### src/shared/mic_pkg.sv
package mic_pkg;
  localparam int unsigned CLK_MHZ        = 250;
  localparam int unsigned PHASES         = 4;
  localparam logic [12:0] VECTOR_ADDR    = 13'h0004;
  localparam int unsigned DUMMY_CYCLES   = 2;
  localparam logic [1:0]  ADDR_CTRL      = 2'h0;
  localparam logic [1:0]  ADDR_PFLAG     = 2'h1;
  localparam logic [1:0]  ADDR_PEN       = 2'h2;
  localparam logic [1:0]  ADDR_OPTION    = 2'h3;
  localparam int unsigned B_PORT_FLAG    = 0;
  localparam int unsigned B_PIN_FLAG     = 1;
  localparam int unsigned B_TMR_FLAG     = 2;
  localparam int unsigned B_PORT_EN      = 3;
  localparam int unsigned B_PIN_EN       = 4;
  localparam int unsigned B_TMR_EN       = 5;
  localparam int unsigned B_PERIPH_EN    = 6;
  localparam int unsigned B_GLOBAL_EN    = 7;
  localparam int unsigned B_CONV         = 6;
  localparam int unsigned B_EDGE_SEL     = 6;
  localparam logic [7:0]  CTRL_RESET     = 8'h00;
  localparam logic [7:0]  PERIPH_RESET   = 8'h00;
  localparam logic [7:0]  OPTION_RESET   = 8'hFF;
  localparam logic [7:0]  BYTE_ZERO      = 8'h00;

  typedef struct packed {
    logic        pop;        // return-from-interrupt executed
    logic [12:0] pc;         // address of the next instruction
  } mic_core_t;

  typedef struct packed {
    logic        push;       // push return address
    logic        load;       // load program counter
    logic [12:0] addr;       // vector address
  } mic_vec_t;
endpackage : mic_pkg

### src/logic/mic_sync.sv
`timescale 1ns/1ps
module mic_sync #(
  parameter int unsigned WIDTH = 5
) (
  input  wire logic             clk_sys_i, // system clock
  input  wire logic             sys_rst_i, // synchronous reset
  input  wire logic [WIDTH-1:0] async_i,   // pins from outside
  output logic      [WIDTH-1:0] sync_o,    // filtered level
  output logic      [WIDTH-1:0] chg_o      // one-cycle change pulse
);
  logic [WIDTH-1:0] s1;
  logic [WIDTH-1:0] s2;
  logic [WIDTH-1:0] s3;
  logic [WIDTH-1:0] held;
  wire  [WIDTH-1:0] agree = ~(s2 ^ s3);

  if (WIDTH < 1)
  begin : g_width_check
    $error("synchroniser width must be at least one");
  end

  // A change counts only once the second and third stages agree.
  always_ff @(posedge clk_sys_i)
  begin
    s1 <= async_i;
    s2 <= s1;
    s3 <= s2;
    if (sys_rst_i)
    begin
      // Loading the settled level keeps a pin that already sits high
      // from looking like a fresh edge once reset lets go.
      held  <= s3;
      chg_o <= '0;
    end
    else
    begin
      held  <= (held & ~agree) | (s3 & agree);
      chg_o <= agree & (s3 ^ held);
    end
  end
  assign sync_o = held;
endmodule : mic_sync

### src/logic/mic_ctrl.sv
`timescale 1ns/1ps
module mic_ctrl (
  input  wire logic          clk_sys_i,  // system clock, 250 MHz
  input  wire logic          sys_rst_i,  // synchronous reset
  input  wire logic [1:0]    addr_i,     // register address
  input  wire logic [7:0]    wdata_i,    // write data
  input  wire logic          wr_i,       // write strobe
  input  wire logic          rd_i,       // read strobe
  output logic      [7:0]    rdata_o,    // read data, cycle after strobe
  input  wire logic          tmr_ovf_i,  // timer rollover pulse
  input  wire logic          conv_done_i,// conversion done pulse
  input  wire logic          ext_irq_pin_i, // external interrupt pin
  input  wire logic [2:0]    port_pins_i,// monitored port pins
  input  wire mic_pkg::mic_core_t core_i,// core status
  output mic_pkg::mic_vec_t  vec_o,      // vector request to core
  output logic               dummy_o,    // discard fetched instruction
  output logic [1:0]         phase_o     // current phase, 0 = first
);
  import mic_pkg::*;

  typedef enum {ST_RUN, ST_DUMMY} mic_st_t;
  mic_st_t state;

  logic [7:0] ctrl;
  logic [7:0] pflag;
  logic [7:0] pen;
  logic [7:0] option;
  logic [1:0] phase;
  logic [1:0] dummy_cnt;
  logic [4:0] pin_lvl;
  logic [4:0] pin_chg;
  logic       vec_req_q;

  mic_sync #(.WIDTH(5)) u_sync (
    .clk_sys_i (clk_sys_i),
    .sys_rst_i (sys_rst_i),
    .async_i   ({port_pins_i, ext_irq_pin_i, 1'b0}),
    .sync_o    (pin_lvl),
    .chg_o     (pin_chg)
  );

  // Four sources only; each event pulse derives from its own input.
  wire ev_tmr  = tmr_ovf_i;
  wire ev_conv = conv_done_i;
  wire ev_port = |pin_chg[4:2];
  // The pin flag may land in any phase, so the last-to-first window is met.
  wire ev_pin  = pin_chg[1] &
                 (pin_lvl[1] == option[B_EDGE_SEL]);

  wire phase_last  = (phase == 2'(PHASES - 1));
  wire phase_first = (phase == 2'h0);

  wire wr_ctrl  = wr_i && addr_i == ADDR_CTRL;
  wire wr_pflag = wr_i && addr_i == ADDR_PFLAG;
  wire wr_pen   = wr_i && addr_i == ADDR_PEN;
  wire wr_opt   = wr_i && addr_i == ADDR_OPTION;

  // Request sum, sampled only at the first phase of each cycle.
  wire any_req = (ctrl[B_TMR_FLAG]  & ctrl[B_TMR_EN])  |
                 (ctrl[B_PIN_FLAG]  & ctrl[B_PIN_EN])  |
                 (ctrl[B_PORT_FLAG] & ctrl[B_PORT_EN]) |
                 (pflag[B_CONV] & pen[B_CONV] &
                  ctrl[B_PERIPH_EN]);
  wire accept  = phase_first && state == ST_RUN &&
                 ctrl[B_GLOBAL_EN] && any_req;

  // Software writes first, hardware sets on top so events are never lost.
  wire [7:0] ctrl_sw = wr_ctrl ? wdata_i : ctrl;
  wire [7:0] ctrl_set = {1'b0, 4'h0, ev_tmr, ev_pin, ev_port};
  logic [7:0] next_ctrl;
  always_comb
  begin
    next_ctrl = ctrl_sw | ctrl_set;
    if (accept)
      next_ctrl[B_GLOBAL_EN] = 1'b0;
    else if (core_i.pop)
      next_ctrl[B_GLOBAL_EN] = 1'b1;
  end

  wire [7:0] next_pflag = (wr_pflag ? wdata_i : pflag) |
                          (8'(ev_conv) << B_CONV);

  wire [7:0] rd_mux = (addr_i == ADDR_CTRL)  ? ctrl  :
                      (addr_i == ADDR_PFLAG) ? pflag :
                      (addr_i == ADDR_PEN)   ? pen   : option;

  always_ff @(posedge clk_sys_i)
  begin
    if (sys_rst_i)
    begin
      ctrl   <= CTRL_RESET;
      pflag  <= PERIPH_RESET;
      pen    <= PERIPH_RESET;
      option <= OPTION_RESET;
      phase  <= 2'h0;
      rdata_o <= BYTE_ZERO;
    end
    else
    begin
      ctrl   <= next_ctrl;
      pflag  <= next_pflag;
      pen    <= wr_pen ? wdata_i : pen;
      option <= wr_opt ? wdata_i : option;
      phase  <= phase + 2'h1;
      rdata_o <= rd_i ? rd_mux : BYTE_ZERO;
    end
  end

  // Vectoring does not care whether the current instruction is one or two
  // cycles long, so latency stays fixed at four clocks.
  always_ff @(posedge clk_sys_i)
  begin
    if (sys_rst_i)
    begin
      state     <= ST_RUN;
      dummy_cnt <= 2'h0;
      vec_req_q <= 1'b0;
      vec_o     <= '0;
      dummy_o   <= 1'b0;
    end
    else
    begin
      vec_o <= '0;
      if (accept)
        vec_req_q <= 1'b1;
      unique case (state)
        ST_RUN:
        begin
          if (vec_req_q && phase_last)
          begin
            state     <= ST_DUMMY;
            dummy_cnt <= 2'(DUMMY_CYCLES);
            dummy_o   <= 1'b1;
            vec_o     <= '{push: 1'b1, load: 1'b1,
                           addr: VECTOR_ADDR};
            vec_req_q <= 1'b0;
          end
        end
        ST_DUMMY:
        begin
          if (phase_last)
          begin
            dummy_cnt <= dummy_cnt - 2'h1;
            if (dummy_cnt == 2'h1)
            begin
              state   <= ST_RUN;
              dummy_o <= 1'b0;
            end
          end
        end
      endcase
    end
  end

  always_ff @(posedge clk_sys_i)
  begin
    if (sys_rst_i)
      phase_o <= 2'h0;
    else
      phase_o <= phase + 2'h1;
  end

  a_reset_gie: assert property (@(posedge clk_sys_i)
    sys_rst_i |=> !ctrl[B_GLOBAL_EN])
    else $error("global enable not cleared by reset");
  a_accept_gie: assert property (@(posedge clk_sys_i) disable iff (sys_rst_i)
    accept |=> !ctrl[B_GLOBAL_EN])
    else $error("global enable kept after accept");
  a_pop_gie: assert property (@(posedge clk_sys_i) disable iff (sys_rst_i)
    core_i.pop && !accept |=> ctrl[B_GLOBAL_EN])
    else $error("return did not set global enable");
  a_tmr_flag: assert property (@(posedge clk_sys_i) disable iff (sys_rst_i)
    tmr_ovf_i |=> ctrl[B_TMR_FLAG])
    else $error("timer flag not set");
  a_conv_flag: assert property (@(posedge clk_sys_i) disable iff (sys_rst_i)
    conv_done_i |=> pflag[B_CONV])
    else $error("conversion flag not set");
  a_no_gie_block: assert property (@(posedge clk_sys_i) disable iff (sys_rst_i)
    !ctrl[B_GLOBAL_EN] |-> !accept)
    else $error("accept without global enable");
  a_vec_latency: assert property (@(posedge clk_sys_i) disable iff (sys_rst_i)
    accept |-> ##[3:4] vec_o.load)
    else $error("vector not issued in time");
  a_vec_addr: assert property (@(posedge clk_sys_i) disable iff (sys_rst_i)
    vec_o.load |-> vec_o.push && vec_o.addr == VECTOR_ADDR)
    else $error("bad vector");
  a_dummy_len: assert property (@(posedge clk_sys_i) disable iff (sys_rst_i)
    $rose(dummy_o) |-> dummy_o [*8])
    else $error("dummy cycles too short");
  a_flag_kept: assert property (@(posedge clk_sys_i) disable iff (sys_rst_i)
    ctrl[B_PIN_FLAG] && !wr_ctrl |=> ctrl[B_PIN_FLAG])
    else $error("pin flag cleared by hardware");

  c_vector: cover property (@(posedge clk_sys_i) vec_o.load);
  c_pin_edge: cover property (@(posedge clk_sys_i) ev_pin);
  c_port_chg: cover property (@(posedge clk_sys_i) ev_port);
  c_return: cover property (@(posedge clk_sys_i) core_i.pop);
  c_dummy_end: cover property (@(posedge clk_sys_i) $fell(dummy_o));

  // A port change must leave its flag behind, whatever the enables say.
  a_port_flag: assert property (
    @(posedge clk_sys_i) disable iff (sys_rst_i)
    ev_port |=> ctrl[B_PORT_FLAG])
    else $error("port change flag not set");

  // A valid pin edge must leave its flag behind.
  a_pin_flag: assert property (
    @(posedge clk_sys_i) disable iff (sys_rst_i)
    ev_pin |=> ctrl[B_PIN_FLAG])
    else $error("pin flag not set");

  // An edge of the unselected polarity must not raise the pin flag.
  // Software writes are excluded since they may set the flag on purpose.
  a_pin_wrong_edge: assert property (
    @(posedge clk_sys_i) disable iff (sys_rst_i)
    pin_chg[1] && pin_lvl[1] != option[B_EDGE_SEL] &&
    !ctrl[B_PIN_FLAG] && !wr_ctrl |=> !ctrl[B_PIN_FLAG])
    else $error("pin flag set on wrong edge");

  // Only software may clear the timer flag.
  a_tmr_kept: assert property (
    @(posedge clk_sys_i) disable iff (sys_rst_i)
    ctrl[B_TMR_FLAG] && !wr_ctrl |=> ctrl[B_TMR_FLAG])
    else $error("timer flag cleared by hardware");

  // Only software may clear the port change flag.
  a_port_kept: assert property (
    @(posedge clk_sys_i) disable iff (sys_rst_i)
    ctrl[B_PORT_FLAG] && !wr_ctrl |=> ctrl[B_PORT_FLAG])
    else $error("port flag cleared by hardware");

  // Only software may clear the conversion flag.
  a_conv_kept: assert property (
    @(posedge clk_sys_i) disable iff (sys_rst_i)
    pflag[B_CONV] && !wr_pflag |=> pflag[B_CONV])
    else $error("conversion flag cleared by hardware");

  // An enabled timer request must be taken at the first chance.
  // Nothing else may hold it back once the global enable is set.
  a_tmr_accept: assert property (
    @(posedge clk_sys_i) disable iff (sys_rst_i)
    phase_first && state == ST_RUN && ctrl[B_GLOBAL_EN] &&
    ctrl[B_TMR_FLAG] && ctrl[B_TMR_EN] |-> accept)
    else $error("enabled timer request not taken");

  // The conversion request passes once its own and the group enable agree.
  // Both gates are in the condition, so a missing group enable is caught by a_all_masked only when every other enable is clear too, not here.
  a_conv_accept: assert property (
    @(posedge clk_sys_i) disable iff (sys_rst_i)
    phase_first && state == ST_RUN && ctrl[B_GLOBAL_EN] &&
    pflag[B_CONV] && pen[B_CONV] && ctrl[B_PERIPH_EN] |-> accept)
    else $error("enabled conversion request not taken");

  // With every source masked no flag may cause a vector.
  // Flags still record their events while masked.
  a_all_masked: assert property (
    @(posedge clk_sys_i) disable iff (sys_rst_i)
    !ctrl[B_TMR_EN] && !ctrl[B_PIN_EN] && !ctrl[B_PORT_EN] &&
    !ctrl[B_PERIPH_EN] |-> !accept)
    else $error("masked source caused a vector");

  // Requests are only looked at in the first phase of a cycle.
  a_accept_phase: assert property (
    @(posedge clk_sys_i) disable iff (sys_rst_i)
    accept |-> phase_first)
    else $error("request taken outside the first phase");

  // The vector always follows acceptance by the same count of clocks.
  // The length of the running instruction plays no part in it.
  a_lat_fixed: assert property (
    @(posedge clk_sys_i) disable iff (sys_rst_i)
    accept |-> ##4 vec_o.load)
    else $error("vector latency not fixed");

  // The core must discard fetches from the moment the vector is issued.
  a_vec_dummy: assert property (
    @(posedge clk_sys_i) disable iff (sys_rst_i)
    vec_o.load |-> dummy_o)
    else $error("vector without dummy cycles");

  // A plain write decides the global enable when nothing overrides it.
  a_gie_write: assert property (
    @(posedge clk_sys_i) disable iff (sys_rst_i)
    wr_ctrl && !accept && !core_i.pop |=>
    ctrl[B_GLOBAL_EN] == $past(wdata_i[B_GLOBAL_EN]))
    else $error("global enable ignored a write");

  // The phase output steps once per clock and wraps.
  a_phase_step: assert property (
    @(posedge clk_sys_i) disable iff (sys_rst_i)
    1'b1 |=> phase_o == $past(phase_o) + 2'h1)
    else $error("phase did not advance");

  // Read data is zero whenever no read was asked for.
  a_rdata_idle: assert property (
    @(posedge clk_sys_i) disable iff (sys_rst_i)
    !rd_i |=> rdata_o == BYTE_ZERO)
    else $error("read data without a read");

  // A control read returns the register as it stood at the strobe.
  a_rdata_ctrl: assert property (
    @(posedge clk_sys_i) disable iff (sys_rst_i)
    rd_i && addr_i == ADDR_CTRL |=> rdata_o == $past(ctrl))
    else $error("control read returned wrong data");

  // No new request may be taken while the core discards fetches.
  a_no_accept_dummy: assert property (
    @(posedge clk_sys_i) disable iff (sys_rst_i)
    state == ST_DUMMY |-> !accept)
    else $error("request taken during dummy cycles");

  // The dummy counter must not run dry while dummy cycles are shown.
  a_dummy_count: assert property (
    @(posedge clk_sys_i) disable iff (sys_rst_i)
    dummy_o |-> dummy_cnt != 2'h0)
    else $error("dummy counter empty while discarding");

  // The discard output mirrors the state so the core never loses sync.
  a_state_dummy: assert property (
    @(posedge clk_sys_i) disable iff (sys_rst_i)
    1'b1 |-> dummy_o == (state == ST_DUMMY))
    else $error("dummy output out of step with state");

  // A vector is a single pulse, so the core pushes exactly once.
  a_vec_once: assert property (
    @(posedge clk_sys_i) disable iff (sys_rst_i)
    vec_o.load |=> !vec_o.load)
    else $error("vector pulse too long");

  // The pending request is consumed when the vector goes out.
  a_req_cleared: assert property (
    @(posedge clk_sys_i) disable iff (sys_rst_i)
    vec_o.load |-> !vec_req_q)
    else $error("vector request left pending");

  // The edge select must follow a write to the option register.
  a_opt_write: assert property (
    @(posedge clk_sys_i) disable iff (sys_rst_i)
    wr_opt |=> option == $past(wdata_i))
    else $error("option write lost");

  // The conversion enable must follow a write to its register.
  a_pen_write: assert property (
    @(posedge clk_sys_i) disable iff (sys_rst_i)
    wr_pen |=> pen == $past(wdata_i))
    else $error("peripheral enable write lost");
endmodule : mic_ctrl

### config.mk
export PLATFORM = sky130hd
export DESIGN_NAME = mic_ctrl
export DESIGN_NICKNAME = d
export VERILOG_FILES = /design/src/shared/mic_pkg.sv /design/src/logic/mic_sync.sv /design/src/logic/mic_ctrl.sv
export SDC_FILE = /design/constraint.sdc
export NUM_CORES = 1
export LEC_CHECK = 0
export ABC_AREA = 1
export BUFFER_PORTS_ARGS = -buffer_cell sky130_fd_sc_hd__buf_2
export CAP_MARGIN = 0
export CORE_MARGIN = 1.5
export CORE_UTILIZATION = 45
export CTS_CLUSTER_DIAMETER = 120
export CTS_CLUSTER_SIZE = 14
export DETAILED_ROUTE_END_ITERATION = 10
export HOLD_SLACK_MARGIN = 0.12
export PLACE_DENSITY = 0.73
export SLEW_MARGIN = 10
export SYNTH_ARGS = -nofsm -noshare
export SYNTH_HDL_FRONTEND = slang
export SYNTH_HIERARCHICAL = 1
export SYNTH_SLANG_ARGS = --single-unit
export TNS_END_PERCENT = 30
### constraint.sdc
create_clock -name clk_sys_i -period 1.3 [get_ports clk_sys_i]
set_input_delay 0.065 -clock clk_sys_i [delete_from_list [all_inputs] [get_ports clk_sys_i]]
set_output_delay 0.065 -clock clk_sys_i [all_outputs]
set_load 0.005 [all_outputs]
==> impl_metrics.json, run 1 <==
{
  "status": "finished, final reports clean",
  "diodes": 0,
  "final_cell_area_um2": 3214,
  "setup_slack_ns": 0.03365,
  "pin_count": 60,
  "num_rows": 27,
  "worstSetupEndpointType": "flip-flop",
  "hold_viol_final": 0,
  "coreArea_um2": 5608,
  "crit_slowest_cell": "dlygate4sd3_1",
  "grt_usage": 0.1866,
  "ant_nets": 0,
  "pwr_density_cell_nw_per_um2": 1348,
  "synth_cells": 334,
  "slew_headroom": 0.5838,
  "drt_first_iter_violations": 143,
  "cp_max_fo": 1,
  "cap_violations": 0,
  "yosysWarnings": 6,
  "min_period_over_period": 0.9741,
  "cts_tree": "built",
  "clkSinkCount": 67,
  "drive_gt1_frac": 0.1587,
  "cp-start-kind": "input port",
  "setup-tns-final_ns": 0,
  "dp.cells": 435,
  "drv_slew": 0,
  "power_leakage_nw": 1.520,
  "grt_pass1_vias": 1995,
  "total_power_mw": 4.332,
  "max_slew.worst_pin.slew_ns": 0.6236,
  "routed_wl_um": 5486,
  "min_path_type": "in -> reg",
  "clock-root-buffer": "clkbuf_8",
  "fin_nets": 429,
  "htreeDepth": 3,
  "vias_per_cell": 4.761,
  "pre_cts_slack_ns": 0.1816,
  "port_buffers": 34,
  "timing.rr.start": "pflag[6]",
  "cts.clk_slew.worst_paths_ns": 0.07,
  "min_to": "rdata_o[1]",
  "vias": 2233,
  "ir_drop_v": 0.0007783,
  "cp-startpoint": "conv_done_i",
  "post-route-drc-count": 0,
  "cpMostUsedCell": "dlygate4sd3_1",
  "utilization": 0.5732,
  "rsz0062_at_grt": "no",
  "place_congestion": 0.8769,
  "start_util": 0.4730,
  "critPathTopFamily": "buffers and inverters",
  "reg2reg_depth": 5,
  "placed_area_um2": 2845,
  "worstReg2RegEnd": "pflag[6]",
  "die_height_um": 79.78,
  "grt_max_degree": 20,
  "syn_area_um2": 2653,
  "first_pass_iters": 4,
  "setup.worst_path.class": "in -> reg",
  "fin_cells": 469,
  "grt_remaining_overflow": 0,
  "clock_skew_ns": 0.005362,
  "antenna_found_initial": 0,
  "hpwl_um": 3847,
  "slowest_delay_ns": 0.56,
  "grt_pass1_wl_um": 8790,
  "setup_viol": 0,
  "die_area_um2": 6364,
  "grt_use_met1": 0.2278,
  "insertion_delay_ns": 0.35,
  "dieWidth_um": 79.78,
  "arrival_ns": 1.51,
  "cp_num_buf_inv": 4,
  "path_cells": "dlygate4sd3_1 > buf_2 > nand3b_1 > dlygate4sd3_1 > nand2_1 > inv_1",
  "grtUsageMet3": 0.07657,
  "max_freq_mhz": 789.7,
  "grtUsageMet2": 0.3008,
  "detail_route.wl_per_cell_um": 11.70,
  "hold_depth": 4,
  "syn_to_final_growth_pct": 21.18,
  "finalHoldWorstSlack_ns": 0.1250,
  "hp-start": "addr_i[1]",
  "required_ns": 1.55,
  "clk_path_buf_depth": 2,
  "syn_area_per_cell_um2": 7.942,
  "rrSetupSlack_ns": 0.08,
  "post-route-min-period_ns": 1.266,
  "gr-max-usage-layer": "met2",
  "cts_buffers": 9
}
## placed cells by master (no fill, tap or decap), types with 12 or more instances in the layout
cell,instances
conb_1,12
dlygate4sd3_1,18
nand2_1,74
o21ai_0,36
a21oi_1,36
nor2_1,27
nand3_1,15
dfxtp_1,63
buf_2,34
inv_1,33
## sequential cells by signal, indices dropped and copies added, names as in the netlist, 2 cells and up, named ones only
signal        cells
ctrl              8
option            8
pen               8
pflag             8
rdata_o           8
u_sync/chg_o      4
u_sync/s1         4
u_sync/s2         4
u_sync/s3         4
dummy_cnt         2
phase_o           2
## report_power, final
group	internal [mW]	switching, mW
clock network	0.876	0.756
registers	2.20	0.0524
logic	0.189	0.261
## worst reg2reg max path, stage by stage, from the launching register on
cell,delay [ns]
dfxtp_1,0.33
nand2_1,0.07
nand3b_1,0.07
dlygate4sd3_1,0.56
nand2_1,0.06
inv_1,0.04
## per-layer routing
layer | vias to the layer above | part of all wire
met2 | 69 | 0.46
met3 | 7 | 0.071
li1 | 1172 | -
met1 | 985 | 0.46
met4 | 0 | 0.011
met5 | - | 0
## final cells by class
class	count	area, um^2
Fill cell	543	2394
Tap cell	72	90.09
Sequential cell	67	1381
Inverter	39	155.1
Multi-Input combinational cell	219	1022
Clock buffer	11	131.4
Clock inverter	5	53.80
Timing Repair Buffer	56	380.4
## what timing repair did
item | 4_1_cts | 5_1_grt
resized for setup | 0 | 3
setup endpoints to repair | 0 | 2
hold buffers | 18 | 0
endpoints found under the hold margin | 41 | 0
setup buffers | 0 | 0
## worst max path at each step
stage          slack (ns)  depth (start not counted)      endpoint
2_1_floorplan        0.31                          5  dummy_cnt[0]
3_3_place_gp         0.21                          8       ctrl[1]
3_5_place_dp         0.18                          8       ctrl[1]
4_1_cts              0.04                          6      pflag[6]
5_1_grt             0.009                          6      pflag[6]
6_report             0.03                          6      pflag[6]
No activity file was read; power rests on OpenSTA's default activity.
==> run 2, diff against run 1 <==
--- a/config.mk
+++ b/config.mk
@@ -9,15 +9,14 @@
 export BUFFER_PORTS_ARGS = -buffer_cell sky130_fd_sc_hd__buf_2
 export CAP_MARGIN = 0
 export CORE_MARGIN = 1.5
-export CORE_UTILIZATION = 45
+export CORE_UTILIZATION = 50
 export CTS_CLUSTER_DIAMETER = 120
 export CTS_CLUSTER_SIZE = 14
 export DETAILED_ROUTE_END_ITERATION = 10
 export HOLD_SLACK_MARGIN = 0.12
-export PLACE_DENSITY = 0.73
+export PLACE_DENSITY = 0.8
 export SLEW_MARGIN = 10
 export SYNTH_ARGS = -nofsm -noshare
 export SYNTH_HDL_FRONTEND = slang
-export SYNTH_HIERARCHICAL = 1
 export SYNTH_SLANG_ARGS = --single-unit
 export TNS_END_PERCENT = 30
==> run 2 against run 1 <==
Register-to-register slack better by 0.02 ns. Area after synthesis increased by 0.33%. Sequential cell count stayed put. Routed wire length rose by 2.1%. Critical path depth down 1. Synthesized cell count is 2.4% lower. Final cell count decreased by 1.7%. Highest routed layer unchanged.
==> impl_metrics.json, run 2 <==
{
  "power_leakage_nw": 1.520,
  "pwr-share-seq": 0.531,
  "diodes": 0,
  "post-route-drc-count": 0,
  "power_frac_comb": 0.104,
  "ir_drop_v": 0.0008423,
  "start_util": 0.5211,
  "synth_top_area_cell": "dfxtp_1",
  "yosysSeqAreaShare": 0.5190,
  "worstReg2RegEnd": "ctrl[2]",
  "placed_area_um2": 2879,
  "nFillCells": 462,
  "syn_area_per_cell_um2": 8.164,
  "multi_input_area_um2": 1006,
  "grt_pass1_wl_um": 9073,
  "vias_per_cell": 5.026,
  "drive_gt1_frac": 0.1790,
  "synth_mux_area_frac": 0,
  "power_frac_clock": 0.364,
  "utilization": 0.6328,
  "finalHoldWorstSlack_ns": 0.1509,
  "final_cell_mix": "dfxtp_1, nand2_1, a21oi_1, o21ai_0, inv_1",
  "status": "finished, final reports clean",
  "syn_area_um2": 2661,
  "synth_flop_cell": "dfxtp_1",
  "num_rows": 26,
  "worstSetupEndpointType": "flip-flop",
  "place_congestion": 0.9216,
  "die_area_um2": 5769,
  "required_ns": 1.52,
  "dp.cells": 428,
  "clock_skew_ns": 0.005004,
  "clk_path_buf_depth": 2,
  "drt_first_iter_violations": 243,
  "reg2reg_depth": 3,
  "max_freq_mhz": 806.0,
  "clock-root-buffer": "clkbuf_8",
  "total_power_mw": 4.232,
  "layout_commonest_cell": "dfxtp_1",
  "rrSetupSlack_ns": 0.10,
  "min_path_type": "in -> reg",
  "pre_cts_slack_ns": 0.1969,
  "detail_route.wl_per_cell_um": 12.15,
  "cts.clk_slew.worst_paths_ns": 0.06,
  "coreArea_um2": 5107,
  "htreeDepth": 3,
  "fin_nets": 423,
  "ant_nets": 0,
  "final_cell_area_um2": 3232,
  "insertion_delay_ns": 0.34,
  "setup_viol": 0,
  "synth_cells": 326,
  "regArea_um2": 1381,
  "cap_violations": 0,
  "synth_xor_area_frac": 0,
  "synth_top_area_share": 0.4739,
  "dieWidth_um": 75.96,
  "setup-tns-final_ns": 0,
  "synth_compound_area_frac": 0.1768,
  "die_height_um": 75.96,
  "port_buffers": 34,
  "drv_slew": 0,
  "vias": 2317,
  "pin_count": 60,
  "grt_pass1_vias": 2087,
  "clkSinkCount": 67,
  "synth_most_common_cell": "dfxtp_1",
  "yosysWarnings": 0,
  "grt_usage": 0.2038,
  "setup_slack_ns": 0.05927,
  "antenna_found_initial": 0,
  "pwr_density_cell_nw_per_um2": 1309,
  "intPower_mw": 3.227,
  "syn_to_final_growth_pct": 21.44,
  "rsz0062_at_grt": "no",
  "synthArstFlopShare": 0,
  "postCtsSetupBuffers": 0,
  "synth_cell_types": 30,
  "synth-seq-cells": 67,
  "grt_remaining_overflow": 0,
  "min_period_over_period": 0.9544,
  "setup.worst_path.class": "in -> reg",
  "synth_top_family_by_area": "compound AO/OA/AOI/OAI gates",
  "cts_buffers": 9,
  "grt_max_degree": 18,
  "crit_path_end": "ctrl[2]",
  "yosys-top-cells-count": "dfxtp_1, nand2_1, a21oi_1",
  "hpwl_um": 3853,
  "routed_wl_um": 5599,
  "synth_fa_ha_area_frac": 0.01410,
  "synthSimpleGateAreaFrac": 0.1702,
  "cts_tree": "built",
  "timing.rr.start": "ctrl[2]",
  "hold_viol_final": 0,
  "post-route-min-period_ns": 1.241,
  "first_pass_iters": 4,
  "cp-startpoint": "tmr_ovf_i",
  "p_sw_frac": 0.2375,
  "yosys-top-cells-area": "dfxtp_1, nand2_1, a21oi_1",
  "cp_max_fo": 1,
  "cp-start-kind": "input port",
  "fin_cells": 461,
  "p_sw_mw": 1.005,
  "arrival_ns": 1.46,
  "synth-edff-count": 4
}
[run 2: power groups by stage]
stage          Combinational (mW)  Clock, mW  Sequential (mW)
4_1_cts                     0.439       1.60             2.25
2_1_floorplan               0.280          0             2.28
5_1_grt                     0.494       1.70             2.26
3_5_place_dp                0.398          0             2.29
3_3_place_gp                0.387          0             2.29
6_report                    0.441       1.54             2.25
[run 2: area by class of cell]
type,count,area share
Clock inverter,2,0.003097
Timing Repair Buffer,61,0.1324
Sequential cell,67,0.4274
Multi-Input combinational cell,208,0.3113
Inverter,39,0.04530
Clock buffer,14,0.05343
Tap cell,70,0.02710
[run 2: routing by layer]
| metal | up-vias | GRT usage | part of all wire |
|---|---|---|---|
| met1 | 1048 | 0.2350 | 0.41 |
| li1 | 1159 | - | - |
| met4 | 0 | 0.1130 | 0.021 |
| met2 | 95 | 0.3351 | 0.48 |
| met5 | - | 0 | 0 |
| met3 | 15 | 0.06506 | 0.081 |
[run 2: logic make-up (layout without fill, tap and decap cells)]
kind of cell / count (synthesis) / in the layout
other: 1 / 12
adders and majority gates: 3 / 3
DFF: 67 / 67
AOI/OAI and AO/OA: 89 / 89
and+or+nand+nor: 104 / 104
buffers and inverters: 62 / 116
[run 2: what timing repair did]
item                                   in CTS  in global routing
resized for setup                           0                  1
hold buffers                               17                  0
endpoints found under the hold margin      38                  0
setup endpoints to repair                   0                  1
[run 2: critical path, cell delays in order]
cell           delay (ns)
dlygate4sd3_1        0.53
buf_2                0.13
a21oi_1              0.12
a21oi_1              0.07
dlygate4sd3_1        0.55
[run 2: worst min-delay path by stage]
stage,to,start,depth (start not counted),slack (ns)
detailed placement,u_sync.s1[1],ext_irq_pin_i,1,0.17
finish,rdata_o[1],sys_rst_i,4,0.15
global route,rdata_o[1],sys_rst_i,4,0.17
CTS,rdata_o[6],addr_i[1],4,0.13
global placement,u_sync.s1[1],ext_irq_pin_i,1,0.17
floorplan,u_sync.s1[1],ext_irq_pin_i,0,0.09
